**src/hdl/hcs_regs.svh**
```systemverilog
// offsets, field positions, reset values and timing counts of the heater status bank
`ifndef HCS_REGS_SVH
`define HCS_REGS_SVH

// clock rate and control output least ON time
`define HCS_CLK_MHZ       250
`define HCS_ON_MIN_MS     100
`define HCS_ON_MIN_CYCLES (`HCS_ON_MIN_MS * `HCS_CLK_MHZ * 1000)
`define HCS_CNT_W         25

// current in 0.1 A steps; 110.0 A limit
`define HCS_CUR_W         16
`define HCS_OVC_LIMIT     16'h044c

// register indices; byte address is four times the index
`define HCS_IDX_OVERCUR   6'h07
`define HCS_IDX_ALARM     6'h08
`define HCS_IDX_HOLD      6'h09
`define HCS_IDX_IRQ_STAT  6'h10
`define HCS_IDX_IRQ_MASK  6'h11
`define HCS_IDX_MON_ONE   6'h12
`define HCS_IDX_MON_TWO   6'h13

// field positions per sensor s: base + stride * s
`define HCS_OVC_STRIDE    1
`define HCS_ALM_STRIDE    4
`define HCS_HOLD_STRIDE   4
`define HCS_EV_OVC_BASE   0
`define HCS_EV_HOLD_BASE  2
`define HCS_EV_ALM_BASE   8

// reset values
`define HCS_RST_WORD      16'h0000
`define HCS_RST_DATA      32'h0000_0000

`endif

```
**src/hdl/hcs_pkg.sv**
```systemverilog
// types shared by the heater status bank modules
package hcs_pkg;
`include "hcs_regs.svh"

   // apb request from the master
   typedef struct packed {
      logic        psel;
      logic        penable;
      logic        pwrite;
      logic [7:0]  paddr;
      logic [31:0] pwdata;
   } hcs_apb_req_type;

   // apb answer to the master
   typedef struct packed {
      logic        pready;
      logic [31:0] prdata;
      logic        pslverr;
   } hcs_apb_rsp_type;

   // one current sensor's inputs
   typedef struct packed {
      logic [`HCS_CUR_W-1:0] current;
      logic                  sample_valid;
      logic                  ctrl_on;
      logic                  connected;
      logic                  assign_en;
      logic                  heater_burnout_alarm;
      logic                  heater_short_alarm;
      logic                  over_current_alarm;
   } hcs_sense_type;

   // state of one sensor channel
   typedef struct packed {
      logic [`HCS_CNT_W-1:0] on_cnt;
      logic                  ctrl_prev;
      logic                  on_ok;
      logic                  hold;
      logic                  over_err;
      logic [`HCS_CUR_W-1:0] monitor;
   } hcs_chan_type;

   // state of the register bank
   typedef struct packed {
      logic        pready;
      logic [31:0] prdata;
      logic        pslverr;
      logic [15:0] irq_stat;
      logic [15:0] irq_mask;
      logic [15:0] lvl_prev;
      logic [5:0]  alarm;
      logic        irq;
   } hcs_bank_type;
endpackage

```
**src/hdl/hcs_sensor.sv**
```systemverilog
// one current sensor channel: on-time check, hold flag, monitor value, overcurrent error
`timescale 1ns/100ps
`include "hcs_regs.svh"
module hcs_sensor #(
   parameter int unsigned ON_MIN_CYCLES = `HCS_ON_MIN_CYCLES
) (
   // clock and reset
   input  wire logic                   clk,
   input  wire logic                   reset_n,
   // sensor side
   input  wire hcs_pkg::hcs_sense_type sense,
   // results
   output logic                        hold,
   output logic                        over_err,
   output logic [`HCS_CUR_W-1:0]       monitor
);
   import hcs_pkg::*;

   localparam logic [`HCS_CNT_W-1:0] MIN_C = ON_MIN_CYCLES[`HCS_CNT_W-1:0];

   hcs_chan_type s_q;
   hcs_chan_type s_d;
   logic         hold_now;

   // next state
   always_comb begin
      s_d           = s_q;
      s_d.ctrl_prev = sense.ctrl_on;
      // count the ON period, saturating at the least ON time
      if (sense.ctrl_on && !s_q.ctrl_prev) begin
         s_d.on_cnt = {{(`HCS_CNT_W-1){1'b0}}, 1'b1};
      end else if (sense.ctrl_on && s_q.on_cnt < MIN_C) begin
         s_d.on_cnt = s_q.on_cnt + 1'b1;
      end
      // period judged long once it reaches the limit, short if it ends early
      if (sense.ctrl_on && s_d.on_cnt >= MIN_C) begin
         s_d.on_ok = 1'b1;
      end else if (!sense.ctrl_on && s_q.ctrl_prev) begin
         s_d.on_ok = (s_q.on_cnt >= MIN_C);
      end
      hold_now = !s_d.on_ok || !sense.connected || !sense.assign_en;
      s_d.hold = hold_now;
      // the monitor only follows samples while not held
      if (sense.sample_valid && !hold_now) begin
         s_d.monitor = sense.current;
      end
      // error follows every sample, held or not
      if (sense.sample_valid) begin
         s_d.over_err = (sense.current > `HCS_OVC_LIMIT);
      end
   end

   // state register; hold set at reset since no ON period is known yet
   always_ff @(posedge clk or negedge reset_n) begin
      if (!reset_n) begin
         s_q <= '{on_cnt: '0, ctrl_prev: 1'b0, on_ok: 1'b0, hold: 1'b1,
                  over_err: 1'b0, monitor: `HCS_RST_WORD};
      end else begin
         s_q <= s_d;
      end
   end

   assign hold     = s_q.hold;
   assign over_err = s_q.over_err;
   assign monitor  = s_q.monitor;
endmodule

```
**src/hdl/hcs_top.sv**
```systemverilog
// heater current status bank: apb slave, status words, sticky events, interrupt
// Notes on behaviour
// - sensor one above 110.0 A sets error bit 0
// - sensor two above 110.0 A sets error bit 1
// - sensor one alarms on bits 0 to 2
// - sensor two alarms on bits 4 to 6
// - short ON time holds sensor one, bit 0
// - missing or disabled sensor also holds
// - sensor two hold on bit 4, same causes
`timescale 1ns/100ps
`include "hcs_regs.svh"
module hcs_top #(
   parameter int unsigned ON_MIN_CYCLES = `HCS_ON_MIN_CYCLES,
   parameter int unsigned N_SENSE       = 2
) (
   // clock and reset
   input  wire logic                                 clk,
   input  wire logic                                 reset_n,
   // apb slave
   input  wire hcs_pkg::hcs_apb_req_type             apb_req,
   output hcs_pkg::hcs_apb_rsp_type                  apb_rsp,
   // current sensors
   input  wire hcs_pkg::hcs_sense_type [N_SENSE-1:0] sense,
   // interrupt
   output logic                                      irq
);
   import hcs_pkg::*;

   // ==========================================================
   // sensor channels
   // ==========================================================
   logic [N_SENSE-1:0]                 over_w;
   logic [N_SENSE-1:0]                 hold_w;
   logic [N_SENSE-1:0][`HCS_CUR_W-1:0] mon_w;

   // one channel per current sensor
   for (genvar g = 0; g < N_SENSE; g++) begin : g_chan
      hcs_sensor #(
         .ON_MIN_CYCLES (ON_MIN_CYCLES)
      ) u_chan (
         .clk      (clk),
         .reset_n  (reset_n),
         .sense    (sense[g]),
         .hold     (hold_w[g]),
         .over_err (over_w[g]),
         .monitor  (mon_w[g])
      );
   end

   // ==========================================================
   // bank state
   // ==========================================================
   hcs_bank_type b_q;
   hcs_bank_type b_d;
   logic [15:0]  ovc_word;
   logic [15:0]  alm_word;
   logic [15:0]  hold_word;
   logic [15:0]  lvl;
   logic [15:0]  clr;
   logic [31:0]  rd;
   logic         bad;
   logic         access;
   logic         done;
   logic [5:0]   idx;

   // status words, events and the apb slave in one next-state process
   always_comb begin
      b_d       = b_q;
      ovc_word  = `HCS_RST_WORD;
      alm_word  = `HCS_RST_WORD;
      hold_word = `HCS_RST_WORD;
      lvl       = `HCS_RST_WORD;
      clr       = `HCS_RST_WORD;
      rd        = `HCS_RST_DATA;
      bad       = 1'b0;
      // alarms pass through one flop so the words come from registers
      for (int s = 0; s < N_SENSE; s++) begin
         b_d.alarm[3*s]   = sense[s].heater_burnout_alarm;
         b_d.alarm[3*s+1] = sense[s].heater_short_alarm;
         b_d.alarm[3*s+2] = sense[s].over_current_alarm;
      end
      // place each sensor's bits in the three words
      for (int s = 0; s < N_SENSE; s++) begin
         ovc_word[`HCS_OVC_STRIDE*s]    = over_w[s];
         alm_word[`HCS_ALM_STRIDE*s]    = b_q.alarm[3*s];
         alm_word[`HCS_ALM_STRIDE*s+1]  = b_q.alarm[3*s+1];
         alm_word[`HCS_ALM_STRIDE*s+2]  = b_q.alarm[3*s+2];
         hold_word[`HCS_HOLD_STRIDE*s]  = hold_w[s];
         lvl[`HCS_EV_OVC_BASE+s]        = over_w[s];
         lvl[`HCS_EV_HOLD_BASE+s]       = hold_w[s];
         lvl[`HCS_EV_ALM_BASE+4*s]      = b_q.alarm[3*s];
         lvl[`HCS_EV_ALM_BASE+4*s+1]    = b_q.alarm[3*s+1];
         lvl[`HCS_EV_ALM_BASE+4*s+2]    = b_q.alarm[3*s+2];
      end
      // apb: one wait state, answer in the second access cycle
      access = apb_req.psel && apb_req.penable;
      done   = access && b_q.pready;
      idx    = apb_req.paddr[7:2];
      case (idx)
         `HCS_IDX_OVERCUR:  rd[15:0] = ovc_word;
         `HCS_IDX_ALARM:    rd[15:0] = alm_word;
         `HCS_IDX_HOLD:     rd[15:0] = hold_word;
         `HCS_IDX_IRQ_STAT: rd[15:0] = b_q.irq_stat;
         `HCS_IDX_IRQ_MASK: rd[15:0] = b_q.irq_mask;
         `HCS_IDX_MON_ONE:  rd[15:0] = mon_w[0];
         `HCS_IDX_MON_TWO:  rd[15:0] = mon_w[N_SENSE-1];
         default:           bad      = 1'b1;
      endcase
      if (apb_req.paddr[1:0] != 2'b00) begin
         bad = 1'b1;
      end
      b_d.pready  = access && !b_q.pready;
      b_d.pslverr = access && !b_q.pready && bad;
      b_d.prdata  = (access && !b_q.pready && !apb_req.pwrite && !bad) ?
                    rd : `HCS_RST_DATA;
      // writes reach only the event registers; status words ignore them
      if (done && apb_req.pwrite && !bad) begin
         if (idx == `HCS_IDX_IRQ_STAT) begin
            clr = apb_req.pwdata[15:0];
         end
         if (idx == `HCS_IDX_IRQ_MASK) begin
            b_d.irq_mask = apb_req.pwdata[15:0];
         end
      end
      // rising levels set sticky bits; a set beats a same-cycle clear
      b_d.lvl_prev = lvl;
      b_d.irq_stat = (b_q.irq_stat & ~clr) | (lvl & ~b_q.lvl_prev);
      b_d.irq      = |(b_d.irq_stat & b_d.irq_mask);
   end

   // lvl_prev starts with hold set so the reset hold makes no event
   always_ff @(posedge clk or negedge reset_n) begin
      if (!reset_n) begin
         b_q <= '{pready: 1'b0, prdata: `HCS_RST_DATA, pslverr: 1'b0,
                  irq_stat: `HCS_RST_WORD, irq_mask: `HCS_RST_WORD,
                  lvl_prev: 16'h000c, alarm: '0, irq: 1'b0};
      end else begin
         b_q <= b_d;
      end
   end

   assign apb_rsp.pready  = b_q.pready;
   assign apb_rsp.prdata  = b_q.prdata;
   assign apb_rsp.pslverr = b_q.pslverr;
   assign irq             = b_q.irq;

   // helpers: a read or a write that the slave takes without refusing it
   logic rd_go;
   logic wr_go;
   assign rd_go = access && !b_q.pready && !apb_req.pwrite && !bad;
   assign wr_go = done && apb_req.pwrite && !bad;
endmodule

```
**config.mk**
```make
export PLATFORM = sky130hd
export DESIGN_NAME = hcs_top
export DESIGN_NICKNAME = d
export VERILOG_FILES = /design/src/hdl/hcs_pkg.sv /design/src/hdl/hcs_sensor.sv /design/src/hdl/hcs_top.sv
export VERILOG_INCLUDE_DIRS = /design/src /design/src/hdl
export SDC_FILE = /design/constraint.sdc
export NUM_CORES = 1
export LEC_CHECK = 0
export ABC_AREA = 1
export BUFFER_PORTS_ARGS = -buffer_cell sky130_fd_sc_hd__buf_2
export CELL_PAD_IN_SITES_DETAIL_PLACEMENT = 1
export CELL_PAD_IN_SITES_GLOBAL_PLACEMENT = 1
export CORE_ASPECT_RATIO = 1.75
export CORE_MARGIN = 2
export CORE_UTILIZATION = 30
export DETAILED_ROUTE_END_ITERATION = 16
export GPL_TIMING_DRIVEN = 0
export PLACE_DENSITY_LB_ADDON = 0.1
export SYNTH_ARGS = -nofsm -noshare
export SYNTH_HDL_FRONTEND = slang
export SYNTH_HIERARCHICAL = 1
export SYNTH_SLANG_ARGS = --single-unit
```
**constraint.sdc**
```tcl
create_clock -name clk -period 2.45 [get_ports clk]
set_clock_uncertainty 0.1 [all_clocks]
set_input_delay 0.49 -clock clk [delete_from_list [all_inputs] [get_ports clk]]
set_output_delay 0.49 -clock clk [all_outputs]
set_load 0.02 [all_outputs]
```
==> flow_summary.json, run 1 <==
{
  "cts_buffer_depth": 2,
  "max_freq_mhz": 353,
  "critPathMaxFanout": 6,
  "cp-end-kind": "flop",
  "rsz0062_at_grt": "yes",
  "p_sw_mw": 1.67,
  "netlist_instances": 1351,
  "cts_sinks": 157,
  "min_period_ns": 2.84,
  "status": "finished, violations left",
  "max-vdd-ir-drop_uv": 437,
  "slowest_delay_ns": 0.43,
  "port_buffers": 91,
  "met1_usage_pct": 21.3,
  "syn_to_final_growth_pct": 30.9,
  "io_pins": 126,
  "firstDrtPassIters": 4,
  "clockRootBuffer": "clkbuf_16",
  "wl_mm": 34.2,
  "relSlewSlack_pct": 51.0,
  "leakage_nw": 6.41,
  "cts_tree": "done",
  "row_count": 86,
  "fp.coreArea_um2": 31500,
  "num_vias": 9427,
  "synth-simple-area-share_pct": 37.8,
  "antennaDiodeCount": 0,
  "whs_ns": 0.0467,
  "antenna_found_initial": 0,
  "gp_congestion": 0.835,
  "swShare_pct": 27.1,
  "internal_power_mw": 4.49,
  "seqCellArea_um2": 3950,
  "pwr-share-comb_pct": 10.9,
  "synth_largest_area_cell": "dfrtp_1",
  "dpl_worst_slack_ns": -0.984,
  "multiInputGateArea_um2": 4890,
  "critPathKind": "flop to flop",
  "insertion_delay_ns": 0.45,
  "yosys_warnings": 6,
  "synth_top_family_by_area": "simple AND/OR/NAND/NOR gates",
  "htreeDepth": 4,
  "clkSlewWorstSetupHoldPaths_ns": 0.07,
  "drv_slew": 0,
  "drt_iter0_drc": 279,
  "drtAntennaViolNets": 0,
  "die_width_um": 139,
  "synth_compound_area_share_pct": 6.14,
  "grt_usage_pct": 20.8,
  "via_per_inst": 4.77,
  "power.total_mw": 6.16,
  "drive_gt1_share_pct": 33.2,
  "yosys.area_share.adder_pct": 0.520,
  "fp.dieH_um": 241,
  "tightestPinTransition_ns": 0.732,
  "hold_path.class": "input port to flop",
  "yosysSeqAreaShare_pct": 40.9,
  "path_delay_family": "simple AND/OR/NAND/NOR gates",
  "r2r_slack_ns": -0.39,
  "cts_buffers": 17,
  "synth_top_area_share_pct": 39.8,
  "fillCellCount": 3975,
  "powerDensity_nw_per_um2": 489,
  "drc": 0,
  "synth.area.top_cells": "dfrtp_1 40%, nand2_1 18%, inv_1 5.9%",
  "avgRoutedWirePerCell_um": 17.3,
  "grt_busiest_layer": "met2",
  "worst-path-buf-inv": 4,
  "initial_core_util_pct": 30.5,
  "layout_setup_ws_ns": -0.385,
  "arrival_ns": 3.07,
  "place_hpwl_mm": 25.8,
  "synthMuxAreaShare_pct": 0.208,
  "hold_viol": 0,
  "grt_pass1_wl_mm": 54.2,
  "cp_cell_sequence": "buf_6, nand2_2, nor2_4, buf_12, nand3_4, nor3_4, nand3_1, nand2_1, inv_1, nor2_2, nand2_2, nor2_2, nand2_1, nand2_1, nand2_1, nand3_2, nand2_2, nand2_4, nand3_4, buf_6, nand2_2, nand2_1",
  "grt_max_degree": 91,
  "max-cap-violations": 0,
  "p_seq_share_pct": 44.1,
  "grt_overflow": 0,
  "first_global_vias": 10023,
  "violations": "negative setup slack",
  "cp-start-kind": "flop",
  "nNetsFinal": 1661,
  "dieArea_um2": 33600,
  "synth_xor_area_share_pct": 0,
  "cpMostUsedCell": "nand2_1",
  "syn_avg_cell_area_um2": 7.12,
  "synth_cell_types": 40,
  "worstPathRequired_ns": 2.69,
  "pwr-share-clk_pct": 45.0,
  "setup_viol": 36,
  "syn_area_um2": 9620,
  "ys_ff_latch": 157,
  "grt_use_met2_pct": 41.2,
  "min_period_over_period_pct": 116,
  "cpMaxStageDelayCell": "dfrtp_1",
  "grt.met3_usage_pct": 2.46
}
-- worst paths after layout --
kind / endpoint / from / cells past startpoint
max: g_chan[1].u_chan/monitor[5] / g_chan[1].u_chan/s_q[21] / 22
min: alm_word[5] / sense[24] / 1
max reg2reg: g_chan[1].u_chan/monitor[5] / g_chan[1].u_chan/s_q[21] / 22
min reg2reg: b_q[10] / g_chan[1].u_chan/hold / 0
max in group asynchronous: g_chan[0].u_chan/s_q[31] / reset_n / 3
min in group asynchronous: apb_rsp[33] / reset_n / 2
-- sequential cells by signal, summed over array words and instances (netlist names) --
name                    cells
alm_word                    6
g_chan.u_chan/s_q          54
g_chan.u_chan/monitor      32
irq                         1
apb_rsp                    18
g_chan.u_chan/hold          2
g_chan.u_chan/over_err      2
b_q                        42
-- layer usage --
metal | share of wire (%) | up-vias
met5 | 0 | -
met4 | 4.2 | 0
li1 | - | 4647
met1 | 37 | 4582
met3 | 1.9 | 57
met2 | 57 | 141
-- cells in the mapped netlist (all sizes together) --
cell type	count
clkinv	5
o21ai	34
mux2i	2
dfrtp	153
nand3b	2
nand4	73
clkbuf	13
and2	2
inv	167
a21oi	9
nor2	172
a211oi	3
o21a	2
o2bb2ai	1
or2	4
nand3	86
dfstp	4
a41oi	5
o211ai	2
o41ai	2
nand2	462
a31oi	17
conb	1
a221oi	3
ha	4
a21boi	3
nor3	15
buf	92
a22oi	13
-- cells in the final DEF (no fill, tap or decap), types with 10 or more instances in the layout --
cell | synthesis | layout
a22oi_1 | 13 | 11
a31oi_1 | 17 | 17
buf_2 | 14 | 103
buf_4 | 68 | 140
buf_6 | 10 | 24
clkbuf_1 | 13 | 10
clkbuf_16 | 0 | 18
conb_1 | 1 | 16
dfrtp_1 | 153 | 138
dfrtp_2 | 0 | 15
inv_1 | 152 | 148
inv_2 | 15 | 20
nand2_1 | 451 | 391
nand2_2 | 5 | 57
nand2_4 | 6 | 14
nand3_1 | 77 | 63
nand3_2 | 6 | 15
nand4_1 | 73 | 73
nor2_1 | 145 | 107
nor2_2 | 21 | 51
nor2_4 | 6 | 14
o21ai_0 | 18 | 18
o21ai_1 | 16 | 16
-- metrics by stage --
| step | area [um2] | utilization (%) | instances | TNS (ns) |
|---|---|---|---|---|
| finish | 12600 | 40.0 | 1975 | -12.75 |
| CTS | 12100 | 38.5 | 1952 | -12.45 |
| global route | 12600 | 40.0 | 1975 | -20.65 |
| global placement | 10600 | 33.7 | 1853 | -338.49 |
| floorplan | 9680 | - | 1366 | 0 |
| detailed placement | 10700 | 33.8 | 1854 | -33.74 |
-- power groups by stage --
stage	clock network, mW	logic, mW	registers [mW]
detailed placement	0	0.544	2.76
global placement	0	0.529	2.76
finish	2.77	0.670	2.72
global route	2.95	0.746	2.73
CTS	2.86	0.636	2.71
floorplan	0	0.303	2.74
-- kinds of logic after synthesis --
kind of cell               Yosys count
other                                1
muxes                                2
adders and majority gates            4
buffers and inverters              277
and+or+nand+nor                    816
DFF                                157
AOI/OAI and AO/OA                   94
-- worst reg2reg max path, stage by stage (launching register included) --
cell and delay, ns:
dfrtp_1 0.43, buf_6 0.12, nand2_2 0.08, nor2_4 0.17, buf_12 0.13, nand3_4 0.09
nor3_4 0.19, nand3_1 0.08, nand2_1 0.07, inv_1 0.04, nor2_2 0.11, nand2_2 0.10
nor2_2 0.12, nand2_1 0.07, nand2_1 0.06, nand2_1 0.06, nand3_2 0.14, nand2_2 0.08
nand2_4 0.11, nand3_4 0.11, buf_6 0.17, nand2_2 0.05, nand2_1 0.04
-- layout make-up --
cell class | instances | share of cell area [%]
multi-input combinational | 932 | 38.8
tap | 396 | 3.93
buffer | 105 | 6.12
inverter | 172 | 5.12
clock buffer | 21 | 3.73
clock inverter | 11 | 1.04
timing repair buffer | 181 | 9.86
sequential | 157 | 31.4
-- what timing repair did --
action                                  CTS  global route
setup buffers                            62            24
hold endpoints to repair                 67             0
pin swaps                                51            52
gates cloned                              3             1
gates resized for setup                 113            92
endpoints found under the setup margin   37            48
hold buffers                              1             0
Note: power is estimated with default switching activity, not from simulation.
==> run 2: changes to the inputs <==
--- a/config.mk
+++ b/config.mk
@@ -10,7 +10,6 @@
 export BUFFER_PORTS_ARGS = -buffer_cell sky130_fd_sc_hd__buf_2
 export CELL_PAD_IN_SITES_DETAIL_PLACEMENT = 1
 export CELL_PAD_IN_SITES_GLOBAL_PLACEMENT = 1
-export CORE_ASPECT_RATIO = 1.75
 export CORE_MARGIN = 2
 export CORE_UTILIZATION = 30
 export DETAILED_ROUTE_END_ITERATION = 16
==> flow_summary.json, run 2 (synthesized netlist as in run 1, its figures left out) <==
{
  "status": "finished, violations left",
  "violations": "negative setup slack",
  "min-delay-start": "sense[24]",
  "largest_reg_flops": 54,
  "via_per_inst": 4.73,
  "tightestPinTransition_ns": 0.684,
  "place_hpwl_mm": 24.0,
  "power.total_mw": 6.10,
  "min_period_ns": 2.88,
  "r2r_end": "g_chan[0].u_chan/monitor[5]",
  "final_common_cell": "nand2_1",
  "cts_tree": "done",
  "drv_slew": 0,
  "htreeDepth": 4,
  "dpl_worst_slack_ns": -0.718,
  "first_global_vias": 9887,
  "antenna_found_initial": 0,
  "io_pins": 126,
  "hold-path-cell-count": 1,
  "whs_ns": 0.0565,
  "wl_mm": 33.3,
  "critPathKind": "flop to flop",
  "fillCellCount": 4001,
  "rsz0062_at_grt": "yes",
  "nNetsFinal": 1671,
  "critPathMaxFanout": 7,
  "relSlewSlack_pct": 54.2,
  "cts_buffer_depth": 2,
  "fp.coreArea_um2": 31600,
  "grt_usage_pct": 20.5,
  "worstReg2RegStart": "g_chan[0].u_chan/s_q[37]",
  "arrival_ns": 3.11,
  "cts_sinks": 157,
  "drt_iter0_drc": 347,
  "layout_setup_ws_ns": -0.433,
  "cp-start-kind": "flop",
  "drtAntennaViolNets": 0,
  "avgRoutedWirePerCell_um": 16.7,
  "max-cap-violations": 0,
  "drc": 0,
  "die_width_um": 183,
  "powerDensity_nw_per_um2": 482,
  "gp_congestion": 0.815,
  "dp_cells": 1860,
  "grt_overflow": 0,
  "num_vias": 9422,
  "cp-end-kind": "flop",
  "port_buffers": 91,
  "hold_path.class": "input port to flop",
  "max_freq_mhz": 347,
  "leakage_nw": 6.38,
  "final_cell_mix": "393 x nand2_1, 145 x buf_4, 143 x inv_1",
  "drive_gt1_share_pct": 33.7,
  "r2r_slack_ns": -0.43,
  "hold_end": "alm_word[5]",
  "insertion_delay_ns": 0.44,
  "syn_to_final_growth_pct": 31.5,
  "antennaDiodeCount": 0,
  "grt_max_degree": 82,
  "grt_pass1_wl_mm": 53.3,
  "row_count": 65,
  "firstDrtPassIters": 4,
  "rr_worst_depth": 23,
  "cts_buffers": 17,
  "worstPathRequired_ns": 2.67,
  "clockRootBuffer": "clkbuf_16",
  "clkSlewWorstSetupHoldPaths_ns": 0.07,
  "min_period_over_period_pct": 118,
  "hold_viol": 0,
  "setup_viol": 37,
  "fp.dieH_um": 183,
  "regMostFlops": "g_chan.u_chan/s_q",
  "dieArea_um2": 33500,
  "stdcell_count": 1991,
  "fin_tns_setup_ns": -12.63,
  "max-vdd-ir-drop_uv": 509,
  "initial_core_util_pct": 30.5
}
[run 2: layout make-up]
class / count / area, um2 / area share [%]
inverters: 172 / 649 / 5.13
clock buffers: 19 / 453 / 3.58
well taps: 402 / 503 / 3.97
flip-flops and latches: 157 / 3960 / 31.3
plain buffers: 105 / 777 / 6.14
repair buffers: 191 / 1370 / 10.8
clock inverters: 13 / 129 / 1.02
multi-input cells: 932 / 4820 / 38.1
[run 2: worst max-delay path by stage]
stage                     slack [ns]                           end                      from
after global placement         -1.90   g_chan[0].u_chan/monitor[1]                   reset_n
after CTS                      -0.37   g_chan[0].u_chan/monitor[5]  g_chan[0].u_chan/s_q[37]
final                          -0.43   g_chan[0].u_chan/monitor[5]  g_chan[0].u_chan/s_q[37]
after global routing           -0.66   g_chan[0].u_chan/monitor[5]  g_chan[0].u_chan/s_q[37]
after floorplan                0.002   g_chan[0].u_chan/monitor[5]  g_chan[0].u_chan/s_q[20]
after detailed placement       -0.72  g_chan[0].u_chan/monitor[13]                  sense[5]
[run 2: metal layers]
metal	global-route usage, %	vias to the layer above	share of wire (%)
met5	0	-	0
li1	-	4668	-
met2	33.3	150	46
met1	28.8	4578	50
met3	3.00	26	2.9
met4	4.80	0	1.3
[run 2: stage by stage]
stage | util [%] | area [um2]
floorplan | - | 9680
global placement | 33.7 | 10600
detailed placement | 33.8 | 10700
CTS | 38.7 | 12200
global route | 40.1 | 12700
finish | 40.1 | 12700
[run 2: what timing repair did]
action,in CTS,in global routing
pin swaps,26,33
gates cloned,5,0
buffers inserted,73,20
resized for setup,99,101
endpoints found under the hold margin,76,0
setup endpoints to repair,36,45
hold buffers,1,0
[run 2: critical path, cell delays in order, from the launching register on]
cell and delay, ns:
dfrtp_1 0.42, buf_6 0.13, nand2_2 0.07, nor2_4 0.10
nand2_1 0.07, nand2_2 0.08, nand2_4 0.09, nand2_4 0.11
nor2_4 0.04, buf_12 0.14, buf_6 0.13, nand2_2 0.05
nand3_2 0.10, nor2_4 0.14, nand3_1 0.11, nor2_2 0.16
nand2_1 0.08, nand3_2 0.07, nand2_2 0.06, nand2_4 0.10
nand3_4 0.13, buf_6 0.18, nand2_2 0.06, nand2_2 0.04
[run 2: power by group]
| group | leakage (nW) | internal [mW] | switching [mW] |
|---|---|---|---|
| combinational | 4.08 | 0.257 | 0.422 |
| sequential | 2.01 | 2.65 | 0.0669 |
| clock | 0.287 | 1.48 | 1.23 |
| total | 6.38 | 4.38 | 1.72 |
